## src/dsmc_pkg.sv

```systemverilog
// Constants, command codes and timing shared by both ends of the sleep control link.
package dsmc_pkg;
	localparam logic [15:0] CMD_READ_DIAG   = 16'h0f00;
	localparam logic [15:0] CMD_READ_STATUS = 16'h0a00;
	localparam logic [15:0] CMD_SLEEP_ENTER = 16'h1000;
	localparam logic [15:0] CMD_SLEEP_EXIT  = 16'h1100;
	localparam int          CMD_BITS        = 16;
	localparam int          REPLY_BITS      = 8;
	localparam int          LOAD_OK_BIT     = 7;
	localparam int          FUNC_OK_BIT     = 6;
	localparam int          BOOSTER_BIT     = 7;
	localparam logic [7:0]  DIAG_RESET      = 8'h00;
	localparam int          CLK_MHZ         = 100;
	localparam int          SHUTDOWN_MS     = 120;
	localparam int          SHUTDOWN_CYC    = SHUTDOWN_MS * 1000 * CLK_MHZ;
	localparam int          WAKE_STEP_US    = 5000;
	localparam int          WAKE_STEP_CYC   = WAKE_STEP_US * CLK_MHZ;
	localparam int          GUARD_FRAMES    = 2;
	localparam int          SCLK_HALF_CYC   = 8;
	localparam int          FRAME_CYC       = 1666666;
	localparam int          LINE_CYC        = 1900;
	localparam int          TIMER_W         = 24;
	localparam logic [3:0]  HREG_CMD        = 4'h0;
	localparam logic [3:0]  HREG_STATUS     = 4'h1;
	localparam logic [3:0]  HREG_DIAG       = 4'h2;
	localparam logic [3:0]  HREG_DSTAT      = 4'h3;
	localparam logic [7:0]  HOP_ENTER       = 8'h01;
	localparam logic [7:0]  HOP_EXIT        = 8'h02;
	localparam logic [7:0]  HOP_DIAG        = 8'h03;
	localparam logic [7:0]  HOP_DSTAT       = 8'h04;
endpackage : dsmc_pkg

```

## src/dsmc_link_if.sv

```systemverilog
// Serial command link and RGB sync lines between host and display device.
`timescale 1ns/10ps
`default_nettype none
interface dsmc_link_if;
	logic sclk;
	logic cs_n;
	logic mosi;
	logic miso;
	logic frame_sync;
	logic line_sync;
	modport device (input sclk, input cs_n, input mosi, input frame_sync, input line_sync,
		output miso);
	modport host (output sclk, output cs_n, output mosi, output frame_sync, output line_sync,
		input miso);
endinterface : dsmc_link_if
`default_nettype wire

```

## src/dsmc_step_timer.sv

```systemverilog
// Down counter that times one step of a power sequence.
`timescale 1ns/10ps
`default_nettype none
module dsmc_step_timer #(
	parameter int W = dsmc_pkg::TIMER_W
) (
	input  wire logic         ref_clk,
	input  wire logic         sys_rst,
	input  wire logic         load,
	input  wire logic [W-1:0] value,
	output logic              done
);
	logic [W-1:0] cnt_q;
	logic         run_q;

	always_ff @(posedge ref_clk or posedge sys_rst)
	begin
		if (sys_rst)
		begin
			cnt_q <= '0;
			run_q <= 1'b0;
			done  <= 1'b0;
		end
		else if (load)
		begin
			cnt_q <= value;
			run_q <= 1'b1;
			done  <= 1'b0;
		end
		else
		begin
			done <= run_q && (cnt_q <= W'(1));
			if (run_q && (cnt_q <= W'(1)))
				run_q <= 1'b0;
			if (cnt_q != '0)
				cnt_q <= cnt_q - W'(1);
		end
	end
endmodule : dsmc_step_timer
`default_nettype wire

```

## src/dsmc_device.sv

```systemverilog
// Display end: serial command slave, sleep entry and exit sequencer, status replies.
//
// Local design decision: the strobed register port.
`timescale 1ns/10ps
`default_nettype none
module dsmc_device #(
	parameter int SHUTDOWN_CYC  = dsmc_pkg::SHUTDOWN_CYC,
	parameter int WAKE_STEP_CYC = dsmc_pkg::WAKE_STEP_CYC
) (
	input  wire logic      ref_clk,
	input  wire logic      sys_rst,
	dsmc_link_if.device    link,
	input  wire logic      load_ok_in,
	input  wire logic      func_ok_in,
	input  wire logic      dimming_req,
	output logic           dcdc_en,
	output logic           osc_en,
	output logic           scan_en,
	output logic           discharge,
	output logic           blank_force,
	output logic [1:0]     gate_ctrl,
	output logic           dimming_en,
	output logic           sleeping
);
	typedef enum logic [9:0] {
		S_SLEEP = 10'b0000000001,
		S_OSCON = 10'b0000000010,
		S_DCON  = 10'b0000000100,
		S_GATE  = 10'b0000001000,
		S_BLKO  = 10'b0000010000,
		S_AWAKE = 10'b0000100000,
		S_BLKI  = 10'b0001000000,
		S_DRAIN = 10'b0010000000,
		S_DCOFF = 10'b0100000000,
		S_OSCOF = 10'b1000000000
	} dsmc_state_t;

	localparam int TW = dsmc_pkg::TIMER_W;

	function automatic logic [TW-1:0] cyc(input int n);
		cyc = (n < 1) ? TW'(1) : TW'(n);
	endfunction : cyc

	logic [2:0]  sclk_s_q;
	logic [1:0]  cs_s_q;
	logic [1:0]  mosi_s_q;
	logic [15:0] rx_q;
	logic [4:0]  bit_q;
	logic        word_q;
	logic        load_pend_q;
	logic [7:0]  tx_q;
	logic [7:0]  reply_q;
	logic        miso_q;
	logic [7:0]  diag_q;
	logic        booster_q;
	dsmc_state_t state_q;
	dsmc_state_t state_d;
	logic        tmr_load;
	logic [TW-1:0] tmr_val;
	logic        tmr_done;
	logic        sclk_rise;
	logic        sclk_fall;
	logic        go_sleep;
	logic        go_wake;

	assign link.miso = miso_q;

	// Link pins pass two flops; edges are found on the synchronised copies only.
	always_ff @(posedge ref_clk or posedge sys_rst)
	begin
		if (sys_rst)
		begin
			sclk_s_q <= 3'h0;
			cs_s_q   <= 2'h3;
			mosi_s_q <= 2'h0;
		end
		else
		begin
			sclk_s_q <= {sclk_s_q[1:0], link.sclk};
			cs_s_q   <= {cs_s_q[0], link.cs_n};
			mosi_s_q <= {mosi_s_q[0], link.mosi};
		end
	end

	assign sclk_rise = sclk_s_q[1] && !sclk_s_q[2] && !cs_s_q[1];
	assign sclk_fall = !sclk_s_q[1] && sclk_s_q[2] && !cs_s_q[1];

	// Command word shifts in MSB first; the link stays live in every power state.
	always_ff @(posedge ref_clk or posedge sys_rst)
	begin
		if (sys_rst)
		begin
			rx_q   <= 16'h0000;
			bit_q  <= 5'h00;
			word_q <= 1'b0;
		end
		else
		begin
			word_q <= 1'b0;
			if (cs_s_q[1])
				bit_q <= 5'h00;
			else if (sclk_rise)
			begin
				if (bit_q < 5'(dsmc_pkg::CMD_BITS))
					rx_q <= {rx_q[14:0], mosi_s_q[1]};
				word_q <= (bit_q == 5'(dsmc_pkg::CMD_BITS - 1));
				bit_q  <= bit_q + 5'h01;
			end
		end
	end

	assign go_sleep = word_q && (rx_q == dsmc_pkg::CMD_SLEEP_ENTER);
	assign go_wake  = word_q && (rx_q == dsmc_pkg::CMD_SLEEP_EXIT);

	// Reply byte is chosen at the end of the command word and leaves on later falling edges.
	always_ff @(posedge ref_clk or posedge sys_rst)
	begin
		if (sys_rst)
		begin
			load_pend_q <= 1'b0;
			reply_q     <= 8'h00;
			tx_q        <= 8'h00;
			miso_q      <= 1'b0;
		end
		else if (cs_s_q[1])
		begin
			load_pend_q <= 1'b0;
			miso_q      <= 1'b0;
		end
		else
		begin
			if (word_q && (rx_q == dsmc_pkg::CMD_READ_DIAG))
			begin
				load_pend_q <= 1'b1;
				reply_q     <= diag_q;
			end
			else if (word_q && (rx_q == dsmc_pkg::CMD_READ_STATUS))
			begin
				load_pend_q <= 1'b1;
				reply_q     <= 8'(booster_q) << dsmc_pkg::BOOSTER_BIT;
			end
			if (sclk_fall && load_pend_q)
			begin
				load_pend_q <= 1'b0;
				miso_q      <= reply_q[7];
				tx_q        <= {reply_q[6:0], 1'b0};
			end
			else if (sclk_fall)
			begin
				miso_q <= tx_q[7];
				tx_q   <= {tx_q[6:0], 1'b0};
			end
		end
	end

	// Diagnostic flags are taken when a wake sequence completes; the rest stays zero.
	always_ff @(posedge ref_clk or posedge sys_rst)
	begin
		if (sys_rst)
			diag_q <= dsmc_pkg::DIAG_RESET;
		else if (state_q == S_BLKO && tmr_done)
		begin
			diag_q <= 8'h00;
			diag_q[dsmc_pkg::LOAD_OK_BIT] <= load_ok_in;
			diag_q[dsmc_pkg::FUNC_OK_BIT] <= func_ok_in;
		end
	end

	// Power sequencer: an enter or exit command starts its sequence at once; one given during its own sequence or in the state that sequence ends in is ignored.
	always_comb
	begin
		state_d  = state_q;
		tmr_load = 1'b0;
		tmr_val  = cyc(SHUTDOWN_CYC / 4);
		if (go_sleep && state_q != S_SLEEP &&
			state_q != S_BLKI && state_q != S_DRAIN &&
			state_q != S_DCOFF && state_q != S_OSCOF)
		begin
			state_d  = S_BLKI;
			tmr_load = 1'b1;
		end
		else if (go_wake && state_q != S_OSCON && state_q != S_DCON &&
			state_q != S_GATE && state_q != S_BLKO && state_q != S_AWAKE)
		begin
			state_d  = S_OSCON;
			tmr_load = 1'b1;
			tmr_val  = cyc(WAKE_STEP_CYC);
		end
		else if (tmr_done)
		begin
			tmr_load = 1'b1;
			tmr_val  = cyc(WAKE_STEP_CYC);
			case (state_q)
				S_OSCON: state_d = S_DCON;
				S_DCON:  state_d = S_GATE;
				S_GATE:  state_d = S_BLKO;
				S_BLKO:
				begin
					state_d  = S_AWAKE;
					tmr_load = 1'b0;
				end
				S_BLKI:
				begin
					state_d = S_DRAIN;
					tmr_val = cyc(SHUTDOWN_CYC / 4);
				end
				S_DRAIN:
				begin
					state_d = S_DCOFF;
					tmr_val = cyc(SHUTDOWN_CYC / 4);
				end
				S_DCOFF:
				begin
					state_d = S_OSCOF;
					tmr_val = cyc(SHUTDOWN_CYC - 3 * (SHUTDOWN_CYC / 4));
				end
				S_OSCOF:
				begin
					state_d  = S_SLEEP;
					tmr_load = 1'b0;
				end
				default:
				begin
					state_d  = state_q;
					tmr_load = 1'b0;
				end
			endcase
		end
	end

	always_ff @(posedge ref_clk or posedge sys_rst)
	begin
		if (sys_rst)
			state_q <= S_SLEEP;
		else
			state_q <= state_d;
	end

	// Blank periods are counted on the internal time base, not on the RGB sync lines.
	dsmc_step_timer #(
		.W     (TW)
	) u_timer (
		.ref_clk (ref_clk),
		.sys_rst (sys_rst),
		.load    (tmr_load),
		.value   (tmr_val),
		.done    (tmr_done)
	);

	// Panel-facing controls follow the state of the next cycle so they come from flops.
	always_ff @(posedge ref_clk or posedge sys_rst)
	begin
		if (sys_rst)
		begin
			osc_en      <= 1'b0;
			dcdc_en     <= 1'b0;
			scan_en     <= 1'b0;
			discharge   <= 1'b0;
			blank_force <= 1'b1;
			gate_ctrl   <= 2'h0;
			dimming_en  <= 1'b0;
			booster_q   <= 1'b0;
			sleeping    <= 1'b1;
		end
		else
		begin
			osc_en      <= (state_d != S_SLEEP);
			dcdc_en     <= !(state_d inside {S_SLEEP, S_OSCON, S_DCOFF, S_OSCOF});
			booster_q   <= !(state_d inside {S_SLEEP, S_OSCON, S_OSCOF});
			scan_en     <= (state_d inside {S_BLKO, S_AWAKE, S_BLKI});
			discharge   <= (state_d == S_DRAIN);
			blank_force <= (state_d != S_AWAKE);
			gate_ctrl   <= (state_d == S_GATE) ? 2'h1 :
				(state_d inside {S_BLKO, S_AWAKE, S_BLKI}) ? 2'h3 : 2'h0;
			dimming_en  <= (state_d == S_AWAKE) && dimming_req;
			if (state_q == S_OSCOF && state_d == S_SLEEP)
				sleeping <= 1'b1;
			else if (state_q == S_BLKO && state_d == S_AWAKE)
				sleeping <= 1'b0;
		end
	end
endmodule : dsmc_device
`default_nettype wire

```

## src/flat_wrapper.sv

```systemverilog
// flat-port wrapper written by rule: the top's interface ports become plain ports
module dsmc_device_flat 
#(
	parameter int SHUTDOWN_CYC  = dsmc_pkg::SHUTDOWN_CYC,
	parameter int WAKE_STEP_CYC = dsmc_pkg::WAKE_STEP_CYC
)
  (ref_clk, sys_rst, load_ok_in, func_ok_in, dimming_req, dcdc_en, osc_en, scan_en, discharge, blank_force, gate_ctrl, dimming_en, sleeping, link_sclk, link_cs_n, link_mosi, link_frame_sync, link_line_sync, link_miso);
  dsmc_link_if link_i ();
  input  wire logic ref_clk;
  input  wire logic sys_rst;
  input  wire logic load_ok_in;
  input  wire logic func_ok_in;
  input  wire logic dimming_req;
  output logic dcdc_en;
  output logic osc_en;
  output logic scan_en;
  output logic discharge;
  output logic blank_force;
  output logic [1:0] gate_ctrl;
  output logic dimming_en;
  output logic sleeping;
  input wire logic [$bits(link_i.sclk)-1:0] link_sclk;
  input wire logic [$bits(link_i.cs_n)-1:0] link_cs_n;
  input wire logic [$bits(link_i.mosi)-1:0] link_mosi;
  input wire logic [$bits(link_i.frame_sync)-1:0] link_frame_sync;
  input wire logic [$bits(link_i.line_sync)-1:0] link_line_sync;
  output wire logic [$bits(link_i.miso)-1:0] link_miso;
  assign link_i.sclk = link_sclk;
  assign link_i.cs_n = link_cs_n;
  assign link_i.mosi = link_mosi;
  assign link_i.frame_sync = link_frame_sync;
  assign link_i.line_sync = link_line_sync;
  assign link_miso = link_i.miso;
  dsmc_device #(.SHUTDOWN_CYC(SHUTDOWN_CYC), .WAKE_STEP_CYC(WAKE_STEP_CYC)) u_core (.ref_clk(ref_clk), .sys_rst(sys_rst), .link(link_i), .load_ok_in(load_ok_in), .func_ok_in(func_ok_in), .dimming_req(dimming_req), .dcdc_en(dcdc_en), .osc_en(osc_en), .scan_en(scan_en), .discharge(discharge), .blank_force(blank_force), .gate_ctrl(gate_ctrl), .dimming_en(dimming_en), .sleeping(sleeping));
endmodule
```

## config.mk

```make
export PLATFORM = sky130hd
export DESIGN_NAME = dsmc_device_flat
export DESIGN_NICKNAME = d
export VERILOG_FILES = /design/src/dsmc_pkg.sv /design/src/dsmc_link_if.sv /design/src/dsmc_step_timer.sv /design/src/dsmc_device.sv /design/src/flat_wrapper.sv
export SDC_FILE = /design/constraint.sdc
export NUM_CORES = 1
export LEC_CHECK = 0
export CAP_MARGIN = 40
export CORE_MARGIN = 2
export CORE_UTILIZATION = 55
export CTS_CLUSTER_DIAMETER = 40
export DETAILED_ROUTE_END_ITERATION = 10
export DONT_BUFFER_PORTS = 1
export GPL_TIMING_DRIVEN = 0
export PLACE_DENSITY = 0.8
export SYNTH_ARGS = -nofsm -noshare
export SYNTH_HDL_FRONTEND = slang
export SYNTH_SLANG_ARGS = --single-unit
```

## constraint.sdc

```tcl
create_clock -name ref_clk -period 2.6 [get_ports ref_clk]
set_input_delay 0.26 -clock ref_clk [delete_from_list [all_inputs] [get_ports ref_clk]]
set_output_delay 0.26 -clock ref_clk [all_outputs]
set_load 0.05 [all_outputs]
```

# --- Word-level counts from Yosys, hierarchy flattened ---
# Index checks and enable logic that the tools add are counted.
# W data, S select, Z words.
totals:
  register_bits: 95
  inputBits: 10
  output_inout_bits: 10
  wordCells: 145
op_classes:
  addsub: 2
  order_cmp: 2
  eq_ne: 34
  mux: 36
  bitwise: 1
  reduce_logical: 46
ops:
  columns: ["op", "count"]
  rows:
  - ["$mux W24", 5]
  - ["$pmux W10 S8", 1]
  - ["$eq A16 B12 Y1 const B", 2]
  - ["$eq A16 B13 Y1 const B", 2]
  - ["$mux W8", 4]
  - ["$mux W10", 3]
  - ["$le A24 B1 Y1 const B", 1]
  - ["$logic_and A1 B1 Y1", 24]
  - ["$reduce_bool A24 Y1", 1]
  - ["$sub A24 B1 Y24 const B", 1]
  - ["$mux W22", 1]
  - ["$eq A10 B10 Y1 const B", 2]
  - ["$eq A10 B2 Y1 const B", 2]
  - ["$eq A10 B4 Y1 const B", 2]
  - ["$eq A10 B5 Y1 const B", 2]
  - ["$eq A10 B7 Y1 const B", 2]
  - ["$eq A10 B8 Y1 const B", 2]
  - ["$eq A10 B9 Y1 const B", 2]
  - ["$ne A10 B1 Y1 const B", 2]
  - ["$ne A10 B6 Y1 const B", 2]
  - ["$mux W1", 18]
  - ["$reduce_bool A2 Y1", 6]
  - ["$eq A10 B1 Y1 const B", 1]
  - ["$eq A10 B3 Y1 const B", 1]
  - ["22 further kinds", 32]

# --- Depth between registers and ports, before layout ---
# Gate-level depths: netlist (run 1).
logic_depth:
  word_depth: 13
  ltp_mapped: 9
  depth_no_buf: 8

# --- Modules after synthesis ---
# A second synthesis (run 1) with hierarchy kept.
hier_totals:
  cells_unflattened: 467
  hier_area_um2: 4510.6
by_module_without_submodules:
  columns: ["mod", "n_inst", "cells_each", "area_each_um2", "seq_area_each_um2"]
  rows:
  - ["dsmc_device", 1, 294, 2966.6, 1407.6]
  - ["dsmc_step_timer", 1, 173, 1544.0, 650.6]

# --- Worst setup path before layout (run 1) ---
# OpenSTA, ideal clock, no wires.
synth_path:
  kind: "flip-flop to flip-flop"
  startpoint: "register u_core.state_q[2]"
  endpoint: "register u_core.dimming_en"
  setup_ns: 0.065
  arrival_ns: 2.314
  required_ns: 2.535
  path_slack_ns: 0.220
  stages_incl_launch_ff: 8
  path_buffers: 0
  period_less_slack_ns: 2.380
  cell_sequence: "dfrtp_1 or4_4 o41ai_4 a21o_1 a21oi_2 or3_4 nor3_2 o211a_1"
synth_via:
  elab_chain_cells: 10
  word_cells_on_any_way: 34
  classes_between: "eq/ne: 19; mux: 4; reduce/logical: 11"
synth_lines:
  columns: ["element", "line", "source"]
  rows:
  - ["start: declaration", "dsmc_device.sv:56", "dsmc_state_t state_q;"]
  - ["start signal: assignment", "dsmc_device.sv:236", "state_q <= state_d;"]
  - ["branches (longest 7 deep; another with $eq A10 B10 Y1)", null, null]
  - ["$mux W10 *", "dsmc_device.sv:175", "if (go_sleep && state_q != S_SLEEP &&"]
  - ["$eq A10 B6 Y1 *", "dsmc_device.sv:275", "dimming_en <= (state_d == S_AWAKE) && dimming_req;"]
  - ["$logic_and A1 B1 Y1 *", "dsmc_device.sv:275", null]
  - ["end signal: assignment", "dsmc_device.sv:275", null]
  - ["end: declaration", "dsmc_device.sv:22", "output logic dimming_en,"]
# Mark *: on every way between the ends.
# A chain may end at the register's enable or synchronous reset.

# --- Worst setup path after layout (run 1) ---
layout_path:
  startpoint: "register u_core.state_q[2]"
  endpoint: "register u_core.gate_ctrl[0]"
layout_via:
  elab_chain_cells: 12
  word_cells_on_any_way: 39
  classes_between: "eq/ne: 22; mux: 6; reduce/logical: 11"
layout_lines:
  columns: ["element", "line", "source"]
  rows:
  - ["branches (longest 7 deep; another with $eq A10 B10 Y1)", null, null]
  - ["$mux W10 *", "dsmc_device.sv:175", null]
  - ["net u_core.state_d[7]", "dsmc_device.sv:57", "dsmc_state_t state_d;"]
  - ["$eq A10 B5 Y1 (tied with other cells)", "dsmc_device.sv:274", "(state_d inside {S_BLKO, S_AWAKE, S_BLKI}) ? 2'h3 : 2'h0;"]
  - ["$reduce_bool A3 Y1", "dsmc_device.sv:274", null]
  - ["$mux W2", "dsmc_device.sv:274", null]
  - ["$mux W2 *", "dsmc_device.sv:273", "gate_ctrl <= (state_d == S_GATE) ? 2'h1 :"]
  - ["end signal: assignment", "dsmc_device.sv:273", null]
  - ["end: declaration", "dsmc_device.sv:21", "output logic [1:0] gate_ctrl,"]
# Mark *: on every way through the listed nets, which the timed path passes.

==> flow_metrics.env, run 1 <==
export IMPL_ir_drop_v=0.000464
export IMPL_arrival_ns=2.85
export IMPL_fin_ws_ns=-0.000843
export IMPL_routed_wl_mm=9.90
export IMPL_grt_pass1_wl_mm=16.2
export IMPL_clk_latency_ns=0.37
export IMPL_die_area_um2=8530
export IMPL_worst_setup_path_start_kind="flip-flop"
export IMPL_grt_overflow=0
export IMPL_area_growth_pct=15.8
export IMPL_cpPeakStageDelay_ns=0.58
export IMPL_relSlewSlack_pct=66.3
export IMPL_dpl_instance_area_um2=4450
export IMPL_clock_sinks=82
export IMPL_violations="setup timing"
export IMPL_final_cells=567
export IMPL_cts_buffers=9
export IMPL_crit_chain="or4_4, o41ai_4, buf_4, a211oi_1, nor3_2, a211o_1, nor4_2, a21o_1"
export IMPL_yosys_register_bits=82
export IMPL_grt_usage_pct=24.2
export IMPL_portBuffers=0
export IMPL_p_leak_nw=2.32
export IMPL_cp_required_ns=2.85
export IMPL_gr_usage_met3_pct=5.61
export IMPL_drive_above_1_share_pct=21.9
export IMPL_hold_viol=0
export IMPL_drtIter0Drc=251
export IMPL_p_sw_mw=0.867
export IMPL_finalSetupViolCount=1
export IMPL_core_area_um2=7650
export IMPL_wl_per_cell_um=17.5
export IMPL_power_density_nw_per_um2=576
export IMPL_die_w_um=92.4
export IMPL_pin_count=20
export IMPL_final_area_um2=4970
export IMPL_fmax_mhz=384
export IMPL_tightest_slew_ns=0.506
export IMPL_endpoint_kind="flip-flop"
export IMPL_cts_tree="yes"
export IMPL_clockPowerShare_pct=31.4
export IMPL_clk_pin_slew_ns=0.09
export IMPL_htreeDepth=3
export IMPL_dp_hpwl_mm=6.74
export IMPL_dpl_worst_slack_ns=-0.486
export IMPL_grt_max_degree=44
export IMPL_p_sw_share_pct=30.3
export IMPL_die_height_um=92.4
export IMPL_hold_slack_ns=0.0436
export IMPL_synth_cell_types=63
export IMPL_critPathTopFamily="simple AND/OR/NAND/NOR gates"
export IMPL_ys_top_cells_by_area="dfrtp_1 (45%), nor2_1 (4.7%), mux2_2 (4.5%)"
export IMPL_cts_max_path_buffers=2
export IMPL_power_total_mw=2.86
export IMPL_rows=32
export IMPL_antenna_found_initial=0
export IMPL_p_int_mw=2.00
export IMPL_place_congestion=0.924
export IMPL_detailroute_via_count=3432
export IMPL_p_comb_share_pct=18.3
export IMPL_drv_cap=0
export IMPL_met1_usage_pct=32.5
export IMPL_dp_cells=540
export IMPL_fin_skew_ns=0.0158
export IMPL_cts_root_buffer_cell="clkbuf_8"
export IMPL_ys_flop_type="dfrtp_1"
export IMPL_path_max_fanout=4
export IMPL_grt_setup_unrepaired="yes"
export IMPL_antenna_left=0
export IMPL_yosysTopAreaCell="dfrtp_1"
export IMPL_grt_busiest_layer="met2"
export IMPL_synthArstFlopShare_pct=100
export IMPL_vias_per_cell=6.05
export IMPL_crit_buf_inv=1
export IMPL_min_period_over_period_pct=100
export IMPL_maxSlewViolCount=0
export IMPL_status="complete, but fails checks"
export IMPL_pwr_share_seq_pct=50.3
export IMPL_syn_nets=450
export IMPL_grt_pass1_vias=3311
export IMPL_drc=0
export IMPL_slowest_stage="or4_4"
export IMPL_antenna_cells=0
export IMPL_synth_edf_count=0
export IMPL_min_period_ns=2.60
export IMPL_avgSynthCellArea_um2=9.85
export IMPL_ys_warnings_count=0
export IMPL_final_nets=474
export IMPL_syn_cell_area_um2=4300
export IMPL_yosysTopAreaCellShare_pct=44.9
export IMPL_netlist_instances=436
export IMPL_dr_pass1_iters=4
export IMPL_initial_utilization_pct=56.2
export IMPL_crit_type="reg2reg"
export IMPL_synth_seq_area_share_pct=47.9
export IMPL_holdCritPathClass="in2reg"
export IMPL_grtUsageMet2_pct=38.6
-- final cells by class --
type                       count  area [um^2]
fill                         600         2670
clock inverter                 7         71.3
clock buffer                   9          124
buffer                        17         85.1
multi-input combinational    320         2310
sequential                    82         2060
inverter                      15         58.8
tap                          102          128
timing repair buffer          15          135
-- flip-flops by register name (all words and copies together), names as in the netlist, 2 cells and up --
register,count
u_core.diag_q,2
u_core.rx_q,16
u_core.bit_q,5
u_core.gate_ctrl,2
u_core.state_q,10
u_core.u_timer.cnt_q,24
u_core.sclk_s_q,3
u_core.cs_s_q,2
u_core.reply_q,2
u_core.mosi_s_q,2
-- power groups by stage --
stage / Combinational, mW / Clock (mW) / Sequential, mW
floorplan: 0.390 / 0 / 1.43
global placement: 0.445 / 0 / 1.45
detailed placement: 0.466 / 0 / 1.45
CTS: 0.476 / 0.918 / 1.43
global route: 0.586 / 0.978 / 1.45
finish: 0.523 / 0.900 / 1.44
-- repair_timing --
action | 4_1_cts | 5_1_grt
setup buffers | 1 | 7
hold endpoints to repair | 39 | 1
resized for setup | 23 | 36
cloned | 0 | 0
hold buffers | 4 | 1
pin swaps | 2 | 6
setup endpoints to repair | 28 | 35
-- cell usage in the layout (no fill, tap or decap), drive strengths merged, types with 3 or more instances in the layout --
master / instances
nor3b: 6
nand3: 6
nor2b: 7
a21o: 5
or3: 8
nor4b: 4
o41ai: 3
ha: 4
inv: 18
nand4: 8
dfrtp: 77
o2111ai: 4
clkbuf: 21
o31ai: 4
o21ai: 18
o211ai: 3
o211a: 3
o21bai: 4
or2: 4
nor3: 26
dlygate4sd3: 5
a21oi: 20
nor2: 54
a211oi: 5
and2: 4
xnor2: 15
nand2: 24
buf: 15
dfstp: 5
xor2: 13
nor4: 14
or4: 7
nand2b: 6
mux2: 17
-- worst paths after layout --
| path | startpoint | end | slack (ns) | depth (start not counted) |
|---|---|---|---|---|
| worst min register to register | u_core.mosi_s_q[0]$_DFF_PP0_ | u_core.mosi_s_q[1]$_DFF_PP0_ | 0.36 | 0 |
| worst max register to register | u_core.state_q[2]$_DFF_PP0_ | u_core.gate_ctrl[0]$_DFF_PP0_ | -0.0008 | 8 |
| worst min-delay path | func_ok_in | u_core.diag_q[6]$_DFFE_PP0P_ | 0.04 | 1 |
| worst max-delay path | u_core.state_q[2]$_DFF_PP0_ | u_core.gate_ctrl[0]$_DFF_PP0_ | -0.0008 | 8 |
| min in group asynchronous | sys_rst | u_core.u_timer.cnt_q[1]$_DFFE_PP0P_ | 0.41 | 2 |
| max in group asynchronous | sys_rst | u_core.cs_s_q[1]$_DFF_PP1_ | 1.56 | 3 |
-- cells by family after synthesis --
| group | share of synthesized area, % |
|---|---|
| AO/OA/AOI/OAI | 13.7 |
| XOR/XNOR | 5.71 |
| AND/OR/NAND/NOR | 23.5 |
| flip-flops | 47.9 |
| multiplexers | 4.92 |
| buffers and inverters | 3.03 |
| adder cells (fa/ha/maj) | 1.17 |
-- Yosys cell counts (2+ instances only) --
master and number:
a41oi_1 2, a21oi_2 2, nand3b_1 2, mux2_2 17, xnor2_1 15, xor2_1 13
o21a_1 2, o2111ai_1 4, dfstp_2 5, buf_2 2, nor3b_1 5, nand3_1 6
or3_1 7, inv_1 15, nor4_1 13, a211oi_1 5, nand4_1 8, and2_1 4
mux2i_1 2, o21ai_1 3, clkbuf_1 16, and3_1 2, or4_1 6, nor4b_1 3
a21oi_1 18, dfrtp_1 77, nor2_1 54, o211a_1 3, nor3_1 25, ha_1 4
o211ai_1 3, nor2b_1 7, o31ai_1 4, a21o_1 5, o21bai_1 4, nand2b_1 6
nand2_1 24, o21ai_0 15, or2_2 4
-- layer usage --
layer | vias up | share of wire, %
li1 | 1629 | -
met1 | 1669 | 43
met2 | 109 | 50
met3 | 25 | 4.7
met4 | 0 | 2.2
met5 | - | 0
-- stage by stage --
step                      utilization [%]   TNS (ns)
after floorplan                         -          0
after global placement               57.8     -44.19
after detailed placement             58.2      -8.44
after CTS                            62.4   -0.00920
after global routing                 65.0     -0.484
final                                65.0  -0.000843
(Power assumes the default switching activity.)
==> inputs of run 2 (changes only) <==
--- a/config.mk
+++ b/config.mk
@@ -12,7 +12,7 @@
 export DETAILED_ROUTE_END_ITERATION = 10
 export DONT_BUFFER_PORTS = 1
 export GPL_TIMING_DRIVEN = 0
-export PLACE_DENSITY = 0.8
+export PLACE_DENSITY = 0.79
 export SYNTH_ARGS = -nofsm -noshare
 export SYNTH_HDL_FRONTEND = slang
 export SYNTH_SLANG_ARGS = --single-unit
==> run 2 against run 1 <==
Compared with the run above:
- critical endpoint is now u_core.booster_q$_DFF_PP0_
- core utilization up 0.28 points
- via count rose by 1.2%
- sequential power about the same
- cell area rose by 0.43%
- largest power group unchanged
- global-route usage fell by 1.2 points
- clock skew decreased by 0.0052 ns
- combinational power down 1%
- the run now ends clean
- clock power fell by 0.4%
==> flow_metrics.env, run 2 (synthesis gave the netlist of run 1 again) <==
export IMPL_status="completed"
export IMPL_grt_usage_pct=23.0
export IMPL_p_sw_mw=0.863
export IMPL_worstHoldPathCells=1
export IMPL_clock_sinks=82
export IMPL_endpoint_kind="flip-flop"
export IMPL_wl_per_cell_um=17.2
export IMPL_final_nets=474
export IMPL_clockPowerShare_pct=31.5
export IMPL_dr_pass1_iters=5
export IMPL_worst_setup_path_start_kind="flip-flop"
export IMPL_cpPeakStageDelay_ns=0.45
export IMPL_routed_wl_mm=9.73
export IMPL_antenna_cells=0
export IMPL_drv_cap=0
export IMPL_largest_registers="u_core.u_timer.cnt_q x24, u_core.rx_q x16, u_core.state_q x10"
export IMPL_relSlewSlack_pct=64.0
export IMPL_final_common_cell="dfrtp_1"
export IMPL_initial_utilization_pct=56.2
export IMPL_die_area_um2=8530
export IMPL_largest_reg_flops=24
export IMPL_tightest_slew_ns=0.537
export IMPL_area_growth_pct=16.3
export IMPL_grt_overflow=0
export IMPL_slowest_stage="dfrtp_1"
export IMPL_fmax_mhz=388
export IMPL_timing_rr_end="u_core.booster_q$_DFF_PP0_"
export IMPL_antenna_left=0
export IMPL_p_comb_share_pct=18.1
export IMPL_arrival_ns=2.80
export IMPL_drive_above_1_share_pct=22.4
export IMPL_grt_pass1_wl_mm=15.5
export IMPL_ff2ff_path_depth=8
export IMPL_power_density_nw_per_um2=570
export IMPL_detailroute_via_count=3473
export IMPL_dp_hpwl_mm=6.58
export IMPL_die_height_um=92.4
export IMPL_min_period_over_period_pct=99.2
export IMPL_cts_root_buffer_cell="clkbuf_8"
export IMPL_vias_per_cell=6.13
export IMPL_htreeDepth=3
export IMPL_hp_start="func_ok_in"
export IMPL_r2r_start="u_core.state_q[5]$_DFF_PP0_"
export IMPL_min_period_ns=2.58
export IMPL_antenna_found_initial=0
export IMPL_path_max_fanout=10
export IMPL_r2r_slack_ns=0.02
export IMPL_portBuffers=0
export IMPL_cp_required_ns=2.82
export IMPL_critPathTopFamily="compound AO/OA/AOI/OAI gates"
export IMPL_drtIter0Drc=276
export IMPL_grt_max_degree=44
export IMPL_p_sw_share_pct=30.3
export IMPL_largest_register="u_core.u_timer.cnt_q"
export IMPL_pwr_share_seq_pct=50.4
export IMPL_cts_max_path_buffers=2
export IMPL_grt_pass1_vias=3285
export IMPL_finalSetupViolCount=0
export IMPL_clk_latency_ns=0.36
export IMPL_clk_pin_slew_ns=0.09
export IMPL_hold_viol=0
export IMPL_holdCritPathClass="in2reg"
export IMPL_drc=0
export IMPL_crit_type="reg2reg"
export IMPL_fin_skew_ns=0.0105
export IMPL_min_to="u_core.diag_q[6]$_DFFE_PP0P_"
export IMPL_final_cell_mix="dfrtp_1 (76), nor2_1 (52), nand2_1 (24), nor3_1 (20), a21oi_1 (18)"
export IMPL_cts_tree="yes"
export IMPL_place_congestion=0.927
export IMPL_final_cells=567
export IMPL_maxSlewViolCount=0
export IMPL_crit_buf_inv=1
export IMPL_p_leak_nw=2.34
export IMPL_utilization_pct=65.3
export IMPL_pin_count=20
export IMPL_ir_drop_v=0.000405
export IMPL_die_w_um=92.4
export IMPL_p_int_mw=1.98
export IMPL_dp_cells=540
export IMPL_rows=32
export IMPL_grt_setup_unrepaired="yes"
export IMPL_crit_chain="clkbuf_2, nor4_4, nand2_1, o211a_1, o21ai_1, a21oi_1, nor2_1, o21ai_0"
export IMPL_core_area_um2=7650
export IMPL_cts_buffers=9
## run 2: cell type report
class	instances	area, um^2
Buffer	17	88.8
Clock buffer	9	124
Clock inverter	7	66.3
Fill cell	605	2650
Inverter	15	58.8
Tap cell	102	128
Multi-Input combinational cell	320	2330
Sequential cell	82	2060
Timing Repair Buffer	15	135
## run 2: worst max path at each step
stage,depth (start not counted),slack [ns],startpoint,end
4_1_cts,8,0.004,u_core.state_q[8]$_DFF_PP0_,u_core.gate_ctrl[0]$_DFF_PP0_
5_1_grt,9,-0.09,u_core.state_q[4]$_DFF_PP0_,u_core.booster_q$_DFF_PP0_
2_1_floorplan,7,0.22,u_core.state_q[2]$_DFF_PP0_,u_core.dimming_en$_DFF_PP0_
3_5_place_dp,9,-0.44,u_core.state_q[7]$_DFF_PP0_,u_core.u_timer.cnt_q[3]$_DFFE_PP0P_
6_report,8,0.02,u_core.state_q[5]$_DFF_PP0_,u_core.booster_q$_DFF_PP0_
3_3_place_gp,1,-0.51,sys_rst,u_core.state_q[2]$_DFF_PP0_
## run 2: through the flow
stage / worst slack [ns] / total power, mW / cell area, um^2 / setup TNS, ns / hold slack (ns)
final: 0.0208 / 2.85 / 4990 / 0 / 0.0407
after global routing: -0.0856 / 2.99 / 4990 / -0.331 / 0.0216
after CTS: 0.00372 / 2.83 / 4750 / 0 / 0.00832
after detailed placement: -0.436 / 1.92 / 4450 / -7.20 / 0.197
after global placement: -0.512 / 1.89 / 4420 / -44.67 / 0.265
after floorplan: 0.220 / 1.82 / 4300 / 0 / 0.264
## run 2: worst register-to-register path: cells and delay by family, from the launching register on
| family | cells | cell delay [ns] |
|---|---|---|
| AOI/OAI and AO/OA | 4 | 0.91 |
| buffers and inverters | 1 | 0.26 |
| DFF | 1 | 0.45 |
| and+or+nand+nor | 3 | 0.82 |
## run 2: power by group through the flow
stage               logic, mW  clock network (mW)  registers, mW
floorplan               0.390                   0           1.43
global placement        0.445                   0           1.45
detailed placement      0.466                   0           1.45
CTS                     0.482               0.918           1.43
global route            0.575               0.970           1.45
finish                  0.516               0.896           1.43
## run 2: what timing repair did
| action | in CTS | in global routing |
|---|---|---|
| endpoints found under the hold margin | 39 | 1 |
| gates cloned | 0 | 0 |
| hold buffers | 4 | 1 |
| setup buffers | 1 | 7 |
| pin swaps | 2 | 4 |
| gates resized for setup | 19 | 50 |
| setup endpoints to repair | 29 | 35 |
## run 2: metal layers
| metal | share of wire, % | GRT usage [%] | up-vias |
|---|---|---|---|
| met5 | 0 | 0 | - |
| met4 | 2.9 | 9.45 | 0 |
| met3 | 5.1 | 4.96 | 31 |
| met2 | 49 | 37.1 | 110 |
| met1 | 43 | 30.4 | 1700 |
| li1 | - | - | 1632 |
==> inputs of run 3 (changes only) <==
==> constraint.sdc (replaced) <==
create_clock -name ref_clk -period 3.2 [get_ports ref_clk]
set_input_delay 0.32 -clock ref_clk [delete_from_list [all_inputs] [get_ports ref_clk]]
set_output_delay 0.32 -clock ref_clk [all_outputs]
set_load 0.05 [all_outputs]
==> run 3 against run 2 <==
Compared with the run above:
- flip-flop and latch count unchanged
- largest cell class unchanged
- non-clock buffer count shrank 7
- first-iteration DRC count grew 30%
==> flow_metrics.env, run 3 (synthesis gave the netlist of run 1 again) <==
export IMPL_worstHoldPathCells=1
export IMPL_hp_start="dimming_req"
export IMPL_tightest_slew_ns=0.710
export IMPL_drtIter0Drc=358
export IMPL_fin_ws_ns=0.115
export IMPL_grt_max_degree=44
export IMPL_power_density_nw_per_um2=485
export IMPL_wl_per_cell_um=16.3
export IMPL_drive_above_1_share_pct=12.7
export IMPL_largest_registers="u_core.u_timer.cnt_q x24, u_core.rx_q x16, u_core.state_q x10"
export IMPL_ff2ff_path_depth=8
export IMPL_final_area_um2=4680
export IMPL_final_nets=467
export IMPL_dpl_worst_slack_ns=0.164
export IMPL_grt_pass1_wl_mm=15.3
export IMPL_worst_setup_path_start_kind="flip-flop"
export IMPL_hold_slack_ns=0.0753
export IMPL_cp_required_ns=3.50
export IMPL_core_area_um2=7650
export IMPL_die_height_um=92.4
export IMPL_pin_count=20
export IMPL_clock_sinks=82
export IMPL_endpoint_kind="flip-flop"
export IMPL_clk_latency_ns=0.36
export IMPL_fillers=658
export IMPL_utilization_pct=61.3
export IMPL_clk_pin_slew_ns=0.09
export IMPL_drv_cap=0
export IMPL_initial_utilization_pct=56.2
export IMPL_dp_cells=540
export IMPL_rows=32
export IMPL_cts_max_path_buffers=2
export IMPL_crit_type="reg2reg"
export IMPL_relSlewSlack_pct=52.0
export IMPL_final_cells=560
export IMPL_routed_wl_mm=9.11
export IMPL_final_cell_mix="dfrtp_1 (77), nor2_1 (54), nor3_1 (25), nand2_1 (24), a21oi_1 (18)"
export IMPL_timing_rr_end="u_core.gate_ctrl[0]$_DFF_PP0_"
export IMPL_cts_tree="yes"
export IMPL_antenna_found_initial=0
export IMPL_die_w_um=92.4
export IMPL_place_congestion=0.927
export IMPL_min_period_over_period_pct=96.4
export IMPL_area_growth_pct=9.06
export IMPL_grt_pass1_vias=3275
export IMPL_die_area_um2=8530
export IMPL_drc=0
export IMPL_vias_per_cell=5.96
export IMPL_cts_buffers=9
export IMPL_min_period_ns=3.08
export IMPL_hold_viol=0
export IMPL_status="completed"
export IMPL_fmax_mhz=324
export IMPL_htreeDepth=3
export IMPL_grt_usage_pct=22.8
export IMPL_grt_overflow=0
export IMPL_r2r_slack_ns=0.12
export IMPL_finalSetupTns_ns=0
export IMPL_largest_register="u_core.u_timer.cnt_q"
export IMPL_p_leak_nw=2.20
export IMPL_largest_reg_flops=24
export IMPL_fin_skew_ns=0.0113
export IMPL_r2r_start="u_core.state_q[3]$_DFF_PP0_"
export IMPL_dpl_instance_area_um2=4450
export IMPL_path_max_fanout=10
export IMPL_detailroute_via_count=3339
export IMPL_final_common_cell="dfrtp_1"
export IMPL_portBuffers=0
export IMPL_dp_hpwl_mm=6.58
export IMPL_power_total_mw=2.27
export IMPL_maxSlewViolCount=0
export IMPL_finalSetupViolCount=0
export IMPL_antenna_cells=0
export IMPL_ir_drop_v=0.000327
export IMPL_holdCritPathClass="in2reg"
export IMPL_antenna_left=0
export IMPL_cts_root_buffer_cell="clkbuf_8"
export IMPL_grt_setup_unrepaired="no"
export IMPL_min_to="u_core.dimming_en$_DFF_PP0_"
export IMPL_dr_pass1_iters=5
export IMPL_arrival_ns=3.38
export IMPL_post_cts_buffers=0
[run 3: changes by cell type in the layout (fill, tap and decap cells not counted), sizes merged]
| cell | delta |
|---|---|
| dlygate4sd3 | -1 |
| buf | -11 |
| clkbuf | +5 |
[run 3: worst max-delay path: stages, from the launching register on]
cell       delay [ns]
dfrtp_1          0.42
buf_1            0.26
nor4_4           0.53
o2111ai_1        0.35
o31ai_1          0.54
nor3_1           0.22
a211o_1          0.33
nor4_1           0.22
a21o_1           0.15
[run 3: area by class of cell]
type / instances / area, um^2 / share of cell area [%]
multi-input combinational: 320 / 2110 / 45.1
tap: 102 / 128 / 2.72
inverter: 15 / 58.8 / 1.26
sequential: 82 / 2060 / 43.9
clock inverter: 7 / 66.3 / 1.42
buffer: 19 / 73.8 / 1.58
clock buffer: 9 / 124 / 2.64
timing repair buffer: 6 / 65.1 / 1.39
[run 3: worst max-delay path by stage]
stage	from	endpoint	slack [ns]	cells past startpoint
after floorplan	sys_rst	u_core.bit_q[0]$_DFFE_PP0P_	0.78	1
after CTS	u_core.state_q[7]$_DFF_PP0_	u_core.u_timer.cnt_q[12]$_DFFE_PP0P_	0.14	9
after global placement	sys_rst	u_core.state_q[2]$_DFF_PP0_	0.03	1
final	u_core.state_q[3]$_DFF_PP0_	u_core.gate_ctrl[0]$_DFF_PP0_	0.12	8
after detailed placement	u_core.state_q[7]$_DFF_PP0_	u_core.u_timer.cnt_q[3]$_DFFE_PP0P_	0.16	9
after global routing	u_core.state_q[3]$_DFF_PP0_	u_core.gate_ctrl[0]$_DFF_PP0_	0.0001	8
[run 3: metal layers]
metal / global-route usage [%] / wire length (um)
met2: 36.6 / 4440
met5: 0 / 0
met3: 5.37 / 463
met1: 30.1 / 4000
met4: 8.83 / 202
[run 3: power breakdown]
| group | switching [mW] | internal, mW |
|---|---|---|
| Clock | 0.424 | 0.303 |
| Sequential | 0.0537 | 1.11 |
| Combinational | 0.204 | 0.180 |
[run 3: repair_timing]
action,in CTS,in global routing
endpoints found under the setup margin,0,10
hold endpoints to repair,39,0
resized for setup,0,2
hold buffers,4,0
